`src/wdt_params.svh`:
```
`ifndef WDT_PARAMS_SVH
`define WDT_PARAMS_SVH
`define WDT_ADDR_W 18
`define WDT_SERVICE_IDX 16'hffff
`define WDT_SERVICE_ADDR {`WDT_SERVICE_IDX, 2'b00}
`define WDT_CFG_ADDR 18'h00000
`define WDT_RSRC_ADDR 18'h00004
`define WDT_EV_STAT_ADDR 18'h00008
`define WDT_EV_CLR_ADDR 18'h0000c
`define WDT_EV_EN_ADDR 18'h00010
`define WDT_STATE_ADDR 18'h00014
`define WDT_CFG_RATE_BIT 0
`define WDT_CFG_DIS_BIT 1
`define WDT_CFG_RESET 2'h0
`define WDT_RSRC_BIT 0
`define WDT_EV_SERVICE 0
`define WDT_EV_RESET 1
`define WDT_EV_W 2
`define WDT_PRE_BITS 12
`define WDT_CNT_BITS 6
`define WDT_KEEP_BITS 4
`define WDT_PULSE_OSC 32
`define WDT_POR_OSC 4096
`endif

```
`src/wdt_pkg.sv`:
```
`include "wdt_params.svh"
package wdt_pkg;
   typedef enum logic [2:0] {
      WDT_ST_OFF = 3'b001,
      WDT_ST_RUN = 3'b010,
      WDT_ST_PULSE = 3'b100
   } wdt_state_t;

   typedef struct packed {
      logic [`WDT_PRE_BITS-1:0] pre;
      logic [`WDT_CNT_BITS-1:0] cnt;
   } wdt_cnt_state_t;

   typedef struct packed {
      wdt_state_t st;
      logic rate;
      logic dis;
      logic rsrc;
      logic [`WDT_EV_W-1:0] ev_stat;
      logic [`WDT_EV_W-1:0] ev_en;
      logic [$clog2(`WDT_PULSE_OSC)-1:0] pulse;
      logic [$clog2(`WDT_POR_OSC)-1:0] por;
      logic por_done;
      logic osc_q;
      logic [31:0] rdata;
   } wdt_top_state_t;
endpackage : wdt_pkg

```
`src/wdt_cnt_if.sv`:
```
`timescale 1ns/1ps
interface wdt_cnt_if;
   import wdt_pkg::*;
   logic tick;
   logic clr_all;
   logic clr_pre;
   logic clr_service;
   logic rate;
   logic overflow;
   wdt_cnt_state_t view;
   modport ctl (output tick, output clr_all, output clr_pre, output clr_service, output rate,
      input overflow, input view);
   modport cnt (input tick, input clr_all, input clr_pre, input clr_service, input rate,
      output overflow, output view);
endinterface : wdt_cnt_if

```
`src/wdt_sync.sv`:
```
`timescale 1ns/1ps
module wdt_sync #(
   parameter int W = 1
) (
   input wire logic clk_in,
   input wire logic rst_in,
   input wire logic [W-1:0] async_in,
   output logic [W-1:0] level_out
);
   typedef struct packed {
      logic [W-1:0] s1;
      logic [W-1:0] s2;
      logic [W-1:0] s3;
      logic [W-1:0] q;
   } wdt_sync_state_t;

   wdt_sync_state_t s;
   wdt_sync_state_t next_s;
   logic [W-1:0] agreed;

   // a level counts only once stages two and three agree
   genvar i;
   generate
      for (i = 0; i < W; i++) begin : g_bit
         assign agreed[i] = (s.s2[i] == s.s3[i]) ? s.s3[i] : s.q[i];
      end
   endgenerate

   always_comb begin
      next_s = s;
      next_s.s1 = async_in;
      next_s.s2 = s.s1;
      next_s.s3 = s.s2;
      next_s.q = agreed;
   end

   always_ff @(posedge clk_in or posedge rst_in) begin
      if (rst_in) begin
         s <= '0;
      end else begin
         s <= next_s;
      end
   end

   assign level_out = s.q;
endmodule : wdt_sync

```
`src/wdt_counter.sv`:
```
`timescale 1ns/1ps
`include "wdt_params.svh"
module wdt_counter
   import wdt_pkg::*;
(
   input wire logic clk_in,
   input wire logic rst_in,
   wdt_cnt_if.cnt bus
);
   wdt_cnt_state_t s;
   wdt_cnt_state_t next_s;
   logic carry;

   assign carry = bus.tick & (&s.pre);
   // fast rate overflows on the second carry, slow rate after the full 6-bit count
   assign bus.overflow = carry & (bus.rate ? s.cnt[0] : (&s.cnt));
   assign bus.view = s;

   always_comb begin
      next_s = s;
      if (bus.tick) begin
         next_s.pre = s.pre + 1'b1;
         if (carry) begin
            next_s.cnt = s.cnt + 1'b1;
         end
      end
      if (bus.clr_service) begin
         // low stages survive, hence up to 2^4-1 ticks short of a full period
         next_s.cnt = '0;
         next_s.pre[`WDT_PRE_BITS-1:`WDT_KEEP_BITS] = '0;
      end
      if (bus.clr_pre) begin
         next_s.pre = '0;
      end
      if (bus.clr_all) begin
         next_s = '0;
      end
   end

   always_ff @(posedge clk_in or posedge rst_in) begin
      if (rst_in) begin
         s <= '0;
      end else begin
         s <= next_s;
      end
   end
endmodule : wdt_counter

```
`src/wdt_reset_timer.sv`:
```
`timescale 1ns/1ps
`include "wdt_params.svh"
module wdt_reset_timer
   import wdt_pkg::*;
(
   input wire logic CLOCK_IN,
   input wire logic SYS_RST_IN,
   input wire logic PSEL_IN,
   input wire logic PENABLE_IN,
   input wire logic PWRITE_IN,
   input wire logic [`WDT_ADDR_W-1:0] PADDR_IN,
   input wire logic [31:0] PWDATA_IN,
   output logic [31:0] PRDATA_OUT,
   output logic PREADY_OUT,
   output logic PSLVERR_OUT,
   input wire logic OSC_CLK_IN,
   input wire logic STOP_IN,
   input wire logic STOP_MODE_IN,
   input wire logic INTERNAL_RST_IN,
   input wire logic VECTOR_FETCH_IN,
   input wire logic [7:0] RESET_VECTOR_LOW_IN,
   input wire logic MONITOR_MODE_IN,
   input wire logic BREAK_STATE_IN,
   input wire logic TST_ON_RST_IN,
   input wire logic TST_ON_IRQ_IN,
   output logic RST_PIN_OUT,
   output logic RST_PIN_OE_OUT,
   output logic WDT_SYS_RESET_OUT,
   output logic EVENT_IRQ_OUT
);
   localparam int PULSE_W = $clog2(`WDT_PULSE_OSC);
   localparam int POR_W = $clog2(`WDT_POR_OSC);
   localparam logic [PULSE_W-1:0] PULSE_LAST = PULSE_W'(`WDT_PULSE_OSC - 1);
   localparam logic [POR_W-1:0] POR_LAST = POR_W'(`WDT_POR_OSC - 1);

   wdt_top_state_t s;
   wdt_top_state_t next_s;

   logic [2:0] pin_level;
   logic osc_level;
   logic tst_rst;
   logic tst_irq;
   logic osc_tick;
   logic cnt_tick;
   logic disabled;
   logic por_fire;
   logic setup_ph;
   logic access_wr;
   logic access_ph;
   logic sel_service;
   logic sel_cfg;
   logic sel_rsrc;
   logic sel_ev_stat;
   logic sel_ev_clr;
   logic sel_ev_en;
   logic sel_state;
   logic mapped;
   logic service_wr;
   logic [31:0] rd_word;
   logic [`WDT_EV_W-1:0] ev_set;
   logic [`WDT_EV_W-1:0] ev_clr;

   wdt_cnt_if cnt_bus ();

   // oscillator and test-voltage detectors are asynchronous to the bus clock
   wdt_sync #(
      .W(3)
   ) u_sync (
      .clk_in(CLOCK_IN),
      .rst_in(SYS_RST_IN),
      .async_in({TST_ON_IRQ_IN, TST_ON_RST_IN, OSC_CLK_IN}),
      .level_out(pin_level)
   );

   assign osc_level = pin_level[0];
   assign tst_rst = pin_level[1];
   assign tst_irq = pin_level[2];

   // one pulse per oscillator period; the oscillator must stay well below half the bus clock
   assign osc_tick = osc_level & ~s.osc_q;
   assign cnt_tick = osc_tick & ~STOP_MODE_IN;

   assign disabled = s.dis
      | (MONITOR_MODE_IN & (tst_rst | tst_irq))
      | (BREAK_STATE_IN & tst_rst);

   assign por_fire = osc_tick & ~s.por_done & (s.por == POR_LAST);

   wdt_counter u_counter (
      .clk_in(CLOCK_IN),
      .rst_in(SYS_RST_IN),
      .bus(cnt_bus.cnt)
   );

   assign cnt_bus.tick = cnt_tick;
   assign cnt_bus.rate = s.rate;
   assign cnt_bus.clr_service = service_wr;
   assign cnt_bus.clr_pre = STOP_IN | VECTOR_FETCH_IN | por_fire;
   // counting only in the run state keeps a disabled or resetting watchdog cleared
   assign cnt_bus.clr_all = INTERNAL_RST_IN | (s.st != WDT_ST_RUN);

   // bus decode
   assign setup_ph = PSEL_IN & ~PENABLE_IN;
   assign access_ph = PSEL_IN & PENABLE_IN;
   assign access_wr = access_ph & PWRITE_IN;

   always_comb begin
      sel_service = 1'b0;
      sel_cfg = 1'b0;
      sel_rsrc = 1'b0;
      sel_ev_stat = 1'b0;
      sel_ev_clr = 1'b0;
      sel_ev_en = 1'b0;
      sel_state = 1'b0;
      if (PADDR_IN == `WDT_SERVICE_ADDR) begin
         sel_service = 1'b1;
      end else if (PADDR_IN == `WDT_CFG_ADDR) begin
         sel_cfg = 1'b1;
      end else if (PADDR_IN == `WDT_RSRC_ADDR) begin
         sel_rsrc = 1'b1;
      end else if (PADDR_IN == `WDT_EV_STAT_ADDR) begin
         sel_ev_stat = 1'b1;
      end else if (PADDR_IN == `WDT_EV_CLR_ADDR) begin
         sel_ev_clr = 1'b1;
      end else if (PADDR_IN == `WDT_EV_EN_ADDR) begin
         sel_ev_en = 1'b1;
      end else if (PADDR_IN == `WDT_STATE_ADDR) begin
         sel_state = 1'b1;
      end
   end

   assign mapped = sel_service | sel_cfg | sel_rsrc | sel_ev_stat | sel_ev_clr | sel_ev_en | sel_state;
   assign service_wr = access_wr & sel_service;

   always_comb begin
      rd_word = '0;
      if (sel_service) begin
         rd_word[7:0] = RESET_VECTOR_LOW_IN;
      end else if (sel_cfg) begin
         rd_word[`WDT_CFG_RATE_BIT] = s.rate;
         rd_word[`WDT_CFG_DIS_BIT] = s.dis;
      end else if (sel_rsrc) begin
         rd_word[`WDT_RSRC_BIT] = s.rsrc;
      end else if (sel_ev_stat) begin
         rd_word[`WDT_EV_W-1:0] = s.ev_stat;
      end else if (sel_ev_en) begin
         rd_word[`WDT_EV_W-1:0] = s.ev_en;
      end else if (sel_state) begin
         rd_word[`WDT_PRE_BITS-1:0] = cnt_bus.view.pre;
         rd_word[16 +: `WDT_CNT_BITS] = cnt_bus.view.cnt;
         rd_word[24 +: 3] = s.st;
      end
   end

   // event sources and software clear
   always_comb begin
      ev_set = '0;
      ev_set[`WDT_EV_SERVICE] = service_wr;
      ev_set[`WDT_EV_RESET] = (s.st == WDT_ST_RUN) & cnt_bus.overflow & ~disabled;
      ev_clr = '0;
      if (access_wr & sel_ev_clr) begin
         ev_clr = PWDATA_IN[`WDT_EV_W-1:0];
      end
   end

   always_comb begin
      next_s = s;
      next_s.osc_q = osc_level;
      if (setup_ph) begin
         next_s.rdata = rd_word;
      end
      if (osc_tick & ~s.por_done) begin
         next_s.por = s.por + 1'b1;
         if (s.por == POR_LAST) begin
            next_s.por_done = 1'b1;
         end
      end
      if (access_wr & sel_cfg) begin
         next_s.rate = PWDATA_IN[`WDT_CFG_RATE_BIT];
         next_s.dis = PWDATA_IN[`WDT_CFG_DIS_BIT];
      end
      if (access_wr & sel_ev_en) begin
         next_s.ev_en = PWDATA_IN[`WDT_EV_W-1:0];
      end
      // a set in the same cycle as its clear wins
      next_s.ev_stat = (s.ev_stat & ~ev_clr) | ev_set;
      if (access_wr & sel_rsrc & PWDATA_IN[`WDT_RSRC_BIT]) begin
         next_s.rsrc = 1'b0;
      end
      case (s.st)
         WDT_ST_OFF: begin
            if (~disabled) begin
               next_s.st = WDT_ST_RUN;
            end
         end
         WDT_ST_RUN: begin
            if (disabled) begin
               next_s.st = WDT_ST_OFF;
            end else if (cnt_bus.overflow) begin
               // overflow resets and also sets the reset event, which interrupts the cpu when enabled
               next_s.st = WDT_ST_PULSE;
               next_s.pulse = '0;
               next_s.rsrc = 1'b1;
            end
         end
         WDT_ST_PULSE: begin
            // the pulse runs to its end even if disabled meanwhile
            if (osc_tick) begin
               next_s.pulse = s.pulse + 1'b1;
               if (s.pulse == PULSE_LAST) begin
                  next_s.st = WDT_ST_OFF;
               end
            end
         end
         default: begin
            next_s.st = WDT_ST_OFF;
         end
      endcase
   end

   always_ff @(posedge CLOCK_IN or posedge SYS_RST_IN) begin
      if (SYS_RST_IN) begin
         s <= '0;
         s.st <= WDT_ST_OFF;
         s.rate <= 1'(`WDT_CFG_RESET >> `WDT_CFG_RATE_BIT);
         s.dis <= 1'(`WDT_CFG_RESET >> `WDT_CFG_DIS_BIT);
      end else begin
         s <= next_s;
      end
   end

   // zero wait states: data captured in setup, presented in access
   assign PREADY_OUT = 1'b1;
   assign PSLVERR_OUT = access_ph & ~mapped;
   assign PRDATA_OUT = s.rdata;
   // open-drain reset pin: only ever pulled low
   assign RST_PIN_OUT = 1'b0;
   assign RST_PIN_OE_OUT = (s.st == WDT_ST_PULSE);
   assign WDT_SYS_RESET_OUT = (s.st == WDT_ST_PULSE);
   assign EVENT_IRQ_OUT = |(s.ev_stat & s.ev_en);
endmodule : wdt_reset_timer

```
`config.mk`:
```
export PLATFORM = sky130hd
export DESIGN_NAME = wdt_reset_timer
export DESIGN_NICKNAME = d
export VERILOG_FILES = /design/src/wdt_pkg.sv /design/src/wdt_cnt_if.sv /design/src/wdt_sync.sv /design/src/wdt_counter.sv /design/src/wdt_reset_timer.sv
export VERILOG_INCLUDE_DIRS = /design/src /design/src/src
export SDC_FILE = /design/constraint.sdc
export NUM_CORES = 1
export LEC_CHECK = 0
export CORE_MARGIN = 4
export CORE_UTILIZATION = 35
export CTS_BUF_LIST = sky130_fd_sc_hd__clkbuf_4 sky130_fd_sc_hd__clkbuf_8
export DETAILED_ROUTE_END_ITERATION = 6
export DONT_BUFFER_PORTS = 1
export GPL_ROUTABILITY_DRIVEN = 0
export GPL_TIMING_DRIVEN = 0
export SYNTH_ARGS = -nofsm -noshare
export SYNTH_HDL_FRONTEND = slang
export SYNTH_SLANG_ARGS = --single-unit
```
`constraint.sdc`:
```
create_clock -name CLOCK_IN -period 5.3 [get_ports CLOCK_IN]
set_clock_uncertainty 0.2 [all_clocks]
set_input_delay 0.795 -clock CLOCK_IN [delete_from_list [all_inputs] [get_ports CLOCK_IN]]
set_output_delay 0.795 -clock CLOCK_IN [all_outputs]
set_load 0.01 [all_outputs]
```
Yosys cells after proc, flatten, opt, wreduce, memory -nomap -nowiden
Index checks and enable logic that the tools add are counted.

cells by class
  add/sub/neg operators = 4
  muxes and demuxes = 78
  bitwise logic cells = 42
  equal/unequal tests = 21
  reductions and logical operators = 13

operators with widths
  kind                     count
  $mux W12                 7
  $mux W6                  8
  $eq A18 B4 Y1 const B    2
  $eq A18 B5 Y1 const B    2
  $mux W18                 2
  $mux W1                  34
  $mux W3                  11
  $mux W10                 3
  $add A12 B1 Y12 const B  2
  $and A1 B1 Y1            20
  $eq A18 B18 Y1 const B   1
  $eq A18 B3 Y1 const B    1
  $logic_not A18 Y1        1
  $mux W8                  2
  $mux W5                  3
  $eq A12 B12 Y1 const B   1
  $or A1 B1 Y1             12
  $reduce_and A12 Y1       1
  $mux W11                 1
  $pmux W5 S2              1
  $pmux W3 S3              1
  $reduce_bool A3 Y1       3
  $mux W2                  4
  $reduce_and A4 Y1        2
  other kinds (21)         33

storage, ports and cells
  bits in registers = 80
  bits of input ports = 72
  word-level logic and storage cells = 178
  output and inout bits = 38

Depth between registers and ports, before layout
  word-level depth = 19
  gate-level depth with buffers = 7
  gate-level depth less buffers = 6

By module
A second synthesis with hierarchy kept.

second synthesis, totals
  cell total of the unflattened synthesis = 414
  area, all modules = 4145.2 sq um

modules (own cells, without submodules)
  module           cells each  area each (sq um)  sequential area each (sq um)  instances
  wdt_reset_timer  297         2847.7             1252.5                        1
  wdt_counter      98          937.1              450.4                         1
  wdt_sync         19          360.3              300.3                         1

Worst setup path after synthesis
No wires, ideal clock.

  path kind = input port to output port
  start = input PADDR_IN[2]
  end = output PSLVERR_OUT
  stages on the path = 6
  data required time = 4.305 ns
  arrival = 1.789 ns
  buffers on the path = 2
  setup slack = 2.516 ns
  path through = clkbuf_1 -> nand4bb_1 -> nor2_1 -> and3_1 -> clkbuf_1 -> a211oi_1

on the way
  longest elaborated chain between the ends = 11
  elaborated cells between the ends (all ways) = 43
  those cells by class = 6 x eq/ne; 28 x mux; 8 x bitwise; 1 x reduce/logical

RTL lines
  what                                                          line                                            text
  start, declared                                               wdt_reset_timer.sv:11                           input wire logic [`WDT_ADDR_W-1:0] PADDR_IN,
  $eq A18 B3 Y1 (no source line), or another cell as far along  n/a
  $mux W1, or another cell as far along                         wdt_reset_timer.sv:119                          end else if (PADDR_IN == `WDT_RSRC_ADDR) begin
  $mux W1, or another cell as far along                         wdt_reset_timer.sv:117                          end else if (PADDR_IN == `WDT_CFG_ADDR) begin
  $mux W1, or another cell as far along                         wdt_reset_timer.sv:115                          if (PADDR_IN == `WDT_SERVICE_ADDR) begin
  $or A1 B1 Y1, or another cell as far along (3 in series)      wdt_reset_timer.sv:132                          assign mapped = sel_service | sel_cfg | sel_rsrc | sel_ev_stat | sel_ev_clr | sel_ev_en | sel_state;
  $or A1 B1 Y1 or $mux W1 (tied branches)                       wdt_reset_timer.sv:132, wdt_reset_timer.sv:115
  $or A1 B1 Y1 *                                                wdt_reset_timer.sv:132
  $not A1 Y1 *                                                  wdt_reset_timer.sv:234                          assign PSLVERR_OUT = access_ph & ~mapped;
  $and A1 B1 Y1 *                                               wdt_reset_timer.sv:234
  end, declared                                                 wdt_reset_timer.sv:15                           output logic PSLVERR_OUT,

Mark *: on every way between the ends. The rest lies on a longest branch, timed or not.

Worst setup path in the final report
Ends and elaborated chain as after synthesis.

==> flow_summary.yaml <==
global_routing:
  gr-total-overflow: 0
  grt_pass1_vias: 2703
  antenna_found_initial: 0
  grt_start_max_net_pins: 43
  track_usage_pct: 12.7
  grt_pass1_wl_um: 13200
place:
  port_buffers: 0
  place_inst: 545
  post_dp_cell_area_sq_um: 4250
  hpwl_um: 6160
  place_ws_ns: 2.17
status:
  outcome: "complete, no violations"
worst_setup_path:
  crit_top_cell: "clkbuf_1"
  path_class: "input port to output pin"
  r2r-start: "u_counter.bus.view[6]"
  critical_path.max_stage_delay_ns: 0.34
  crit_arrival_ns: 2.15
  cpMaxStageDelayCell: "clkbuf_1"
  cp-end-kind: "output pin"
  path_cells: "clkbuf_1 -> nand4bb_1 -> nor2_1 -> and3_1 -> clkbuf_1 -> a211oi_1"
  critical_path_required_ns: 4.30
  critPathLaunch: "PADDR_IN[2]"
  crit_fanout: 9
  start_kind: "input port"
run:
  cap_violations: 0
synthesis:
  syn_avg_cell_area_sq_um: 10.2
  yosysWarnings: 0
  syn_inst: 393
  syn-cell-area_sq_um: 4010
  synth_area_leaders: "dfrtp_1 (49%), buf_4 (6.7%), nand2_1 (5.1%), nor2_1 (4.3%), xor2_1 (4.1%)"
  ys_types: 57
  synth_top_area_share_pct: 49.3
  synth_edf_count: 0
  yosysTopAreaCell: "dfrtp_1"
  synthFlopType: "dfrtp_1"
  synthTopCellsByCount: "dfrtp_1 (79), nand2_1 (54), nor2_1 (46)"
  yosys.cell_count.top_type: "dfrtp_1"
  synth-seq-cells: 80
  async_flop_share_pct: 100
  ys_seq_area_share_pct: 49.9
pwr:
  power_frac_comb_pct: 8.1
  p_sw_share_pct: 23.1
  intPower_mw: 0.964
  finalPower_mw: 1.25
  p_switching_mw: 0.290
  ir_drop_mv: 0.177
  power_density_nw_per_um2: 280
  power.leakage_nw: 2.05
  seqPwrFrac_pct: 53.5
  pwr-share-clk_pct: 38.5
sta:
  hold_viol: 0
  rsz0062_at_grt: "false"
  fin_crit_sh_pct: 59.4
  layout_setup_ws_ns: 2.15
  tns_ns: 0
  hold_slack_ns: 0.138
  worstMarginPinSlew_ns: 0.557
  drv_slew: 0
  min_period_ns: 3.15
  fmax_mhz: 318
  slew_headroom_pct: 62.6
  setup_viol: 0
cts:
  cts_sinks: 80
  cts_buffers: 9
  cts_setup_buffers: 0
  cts_root_buf: "clkbuf_8"
  clockBufferDepth: 2
  cts_tree: "yes"
  ctsHtreeMaxLevel: 3
  ctsResizeCount: 0
  cts_hold_buf: 0
  clk_pin_slew_ns: 0.07
  clock_latency_ns: 0.35
route:
  vias: 2779
  via_per_inst: 4.95
  drc: 0
  drt-pass1-iter-count: 4
  drtAntennaViolNets: 0
  wl_um: 8130
  wl_per_cell_um: 14.5
  drtIter0Drc: 140
finish:
  nets: 493
  final_cell_area_sq_um: 4470
  syn_to_final_growth_pct: 11.5
  antenna_cells: 0
  utilization_pct: 40.6
  n_fill_cell: 1106
  drive_gt1_share_pct: 18.8
  final_cells: 561
floorplan:
  design.core.area_sq_um: 11000
  io_pins: 110
  fp.dieW_um: 115
  die_area_sq_um: 13200
  start_util_pct: 36.4
  die_h_um: 115
  std_cell_rows: 38
min_path:
  min_path_type: "input port to async pin"
==> path summary, 6_finish.rpt <==
kind,endpoint,slack (ns),cells after the start
worst max register to register,s[50],3.06,6
min in group CLOCK_IN,u_sync.next_s[4],0.15,0
worst min register to register,u_sync.next_s[4],0.15,0
max in group asynchronous,s[41],4.17,2
worst min-delay path,u_sync.next_s[7],0.14,1
worst max-delay path,PSLVERR_OUT,2.15,6
==> cell usage in the layout (no fill, tap or decap), types with 3 or more instances in the layout <==
master	Yosys	routed
dfrtp_1	79	79
nand2_1	54	54
nor2_1	46	46
buf_4	36	36
nand3_1	23	23
xor2_1	19	19
conb_1	2	13
clkbuf_8	0	13
nand4_1	11	11
xnor2_1	10	10
and3_1	8	8
clkbuf_1	7	7
o21ai_0	7	7
a221oi_1	7	7
mux2_2	6	6
a21oi_1	5	5
nor3_1	5	5
ha_1	5	5
nand2b_1	4	4
a32o_1	3	3
nor4_4	3	3
and4_1	3	3
nor4_1	3	3
inv_1	4	3
mux2i_1	3	3
maj3_1	3	3
==> state kept, by name (all words and copies together) (netlist names) <==
signal / count
u_sync.level_out: 3
s: 28
u_sync.next_s: 6
u_counter.bus.view: 18
PRDATA_OUT: 21
u_sync.s: 3
cnt_bus.rate: 1
==> cell type report <==
type                       instances  area [sq um]  share of cell area, %
clock inverter                     2          35.0                  0.783
buffer                            44           304                   6.80
sequential                        80          2000                   44.8
timing repair buffer               1          20.0                  0.448
clock buffer                      14           186                   4.17
multi-input combinational        276          1730                   38.7
inverter                           4          17.5                  0.392
tap                              140           175                   3.92
==> layer usage <==
metal / vias to the layer above / share of wire (%) / global-route usage [%]
met3: 14 / 8.2 / 5.74
met4: 0 / 1.8 / 4.15
met2: 74 / 48 / 19.6
met5: - / 0 / 0
li1: 1363 / - / -
met1: 1328 / 42 / 16.0
==> cell families after synthesis <==
kind of cell	Yosys count	synth area share, %
AND/OR/NAND/NOR	180	24.1
flip-flops	80	49.9
buffers and inverters	48	7.95
AO/OA/AOI/OAI	37	6.74
XOR/XNOR	29	6.33
multiplexers	9	2.43
adder cells (fa/ha/maj)	8	2.31
other	2	0.187
==> power groups by stage <==
stage / clock network [mW] / logic [mW] / registers [mW]
3_5_place_dp: 0 / 0.103 / 0.683
3_3_place_gp: 0 / 0.0994 / 0.679
6_report: 0.482 / 0.101 / 0.670
2_1_floorplan: 0 / 0.0857 / 0.675
5_1_grt: 0.527 / 0.114 / 0.675
4_1_cts: 0.498 / 0.103 / 0.671
==> critical path: cells and delay by family <==
family	cells	cell delay (ns)
buf+inv	2	0.66
simple gates	3	0.53
compound gates	1	0.16
No activity file was read; power rests on OpenSTA's default activity.
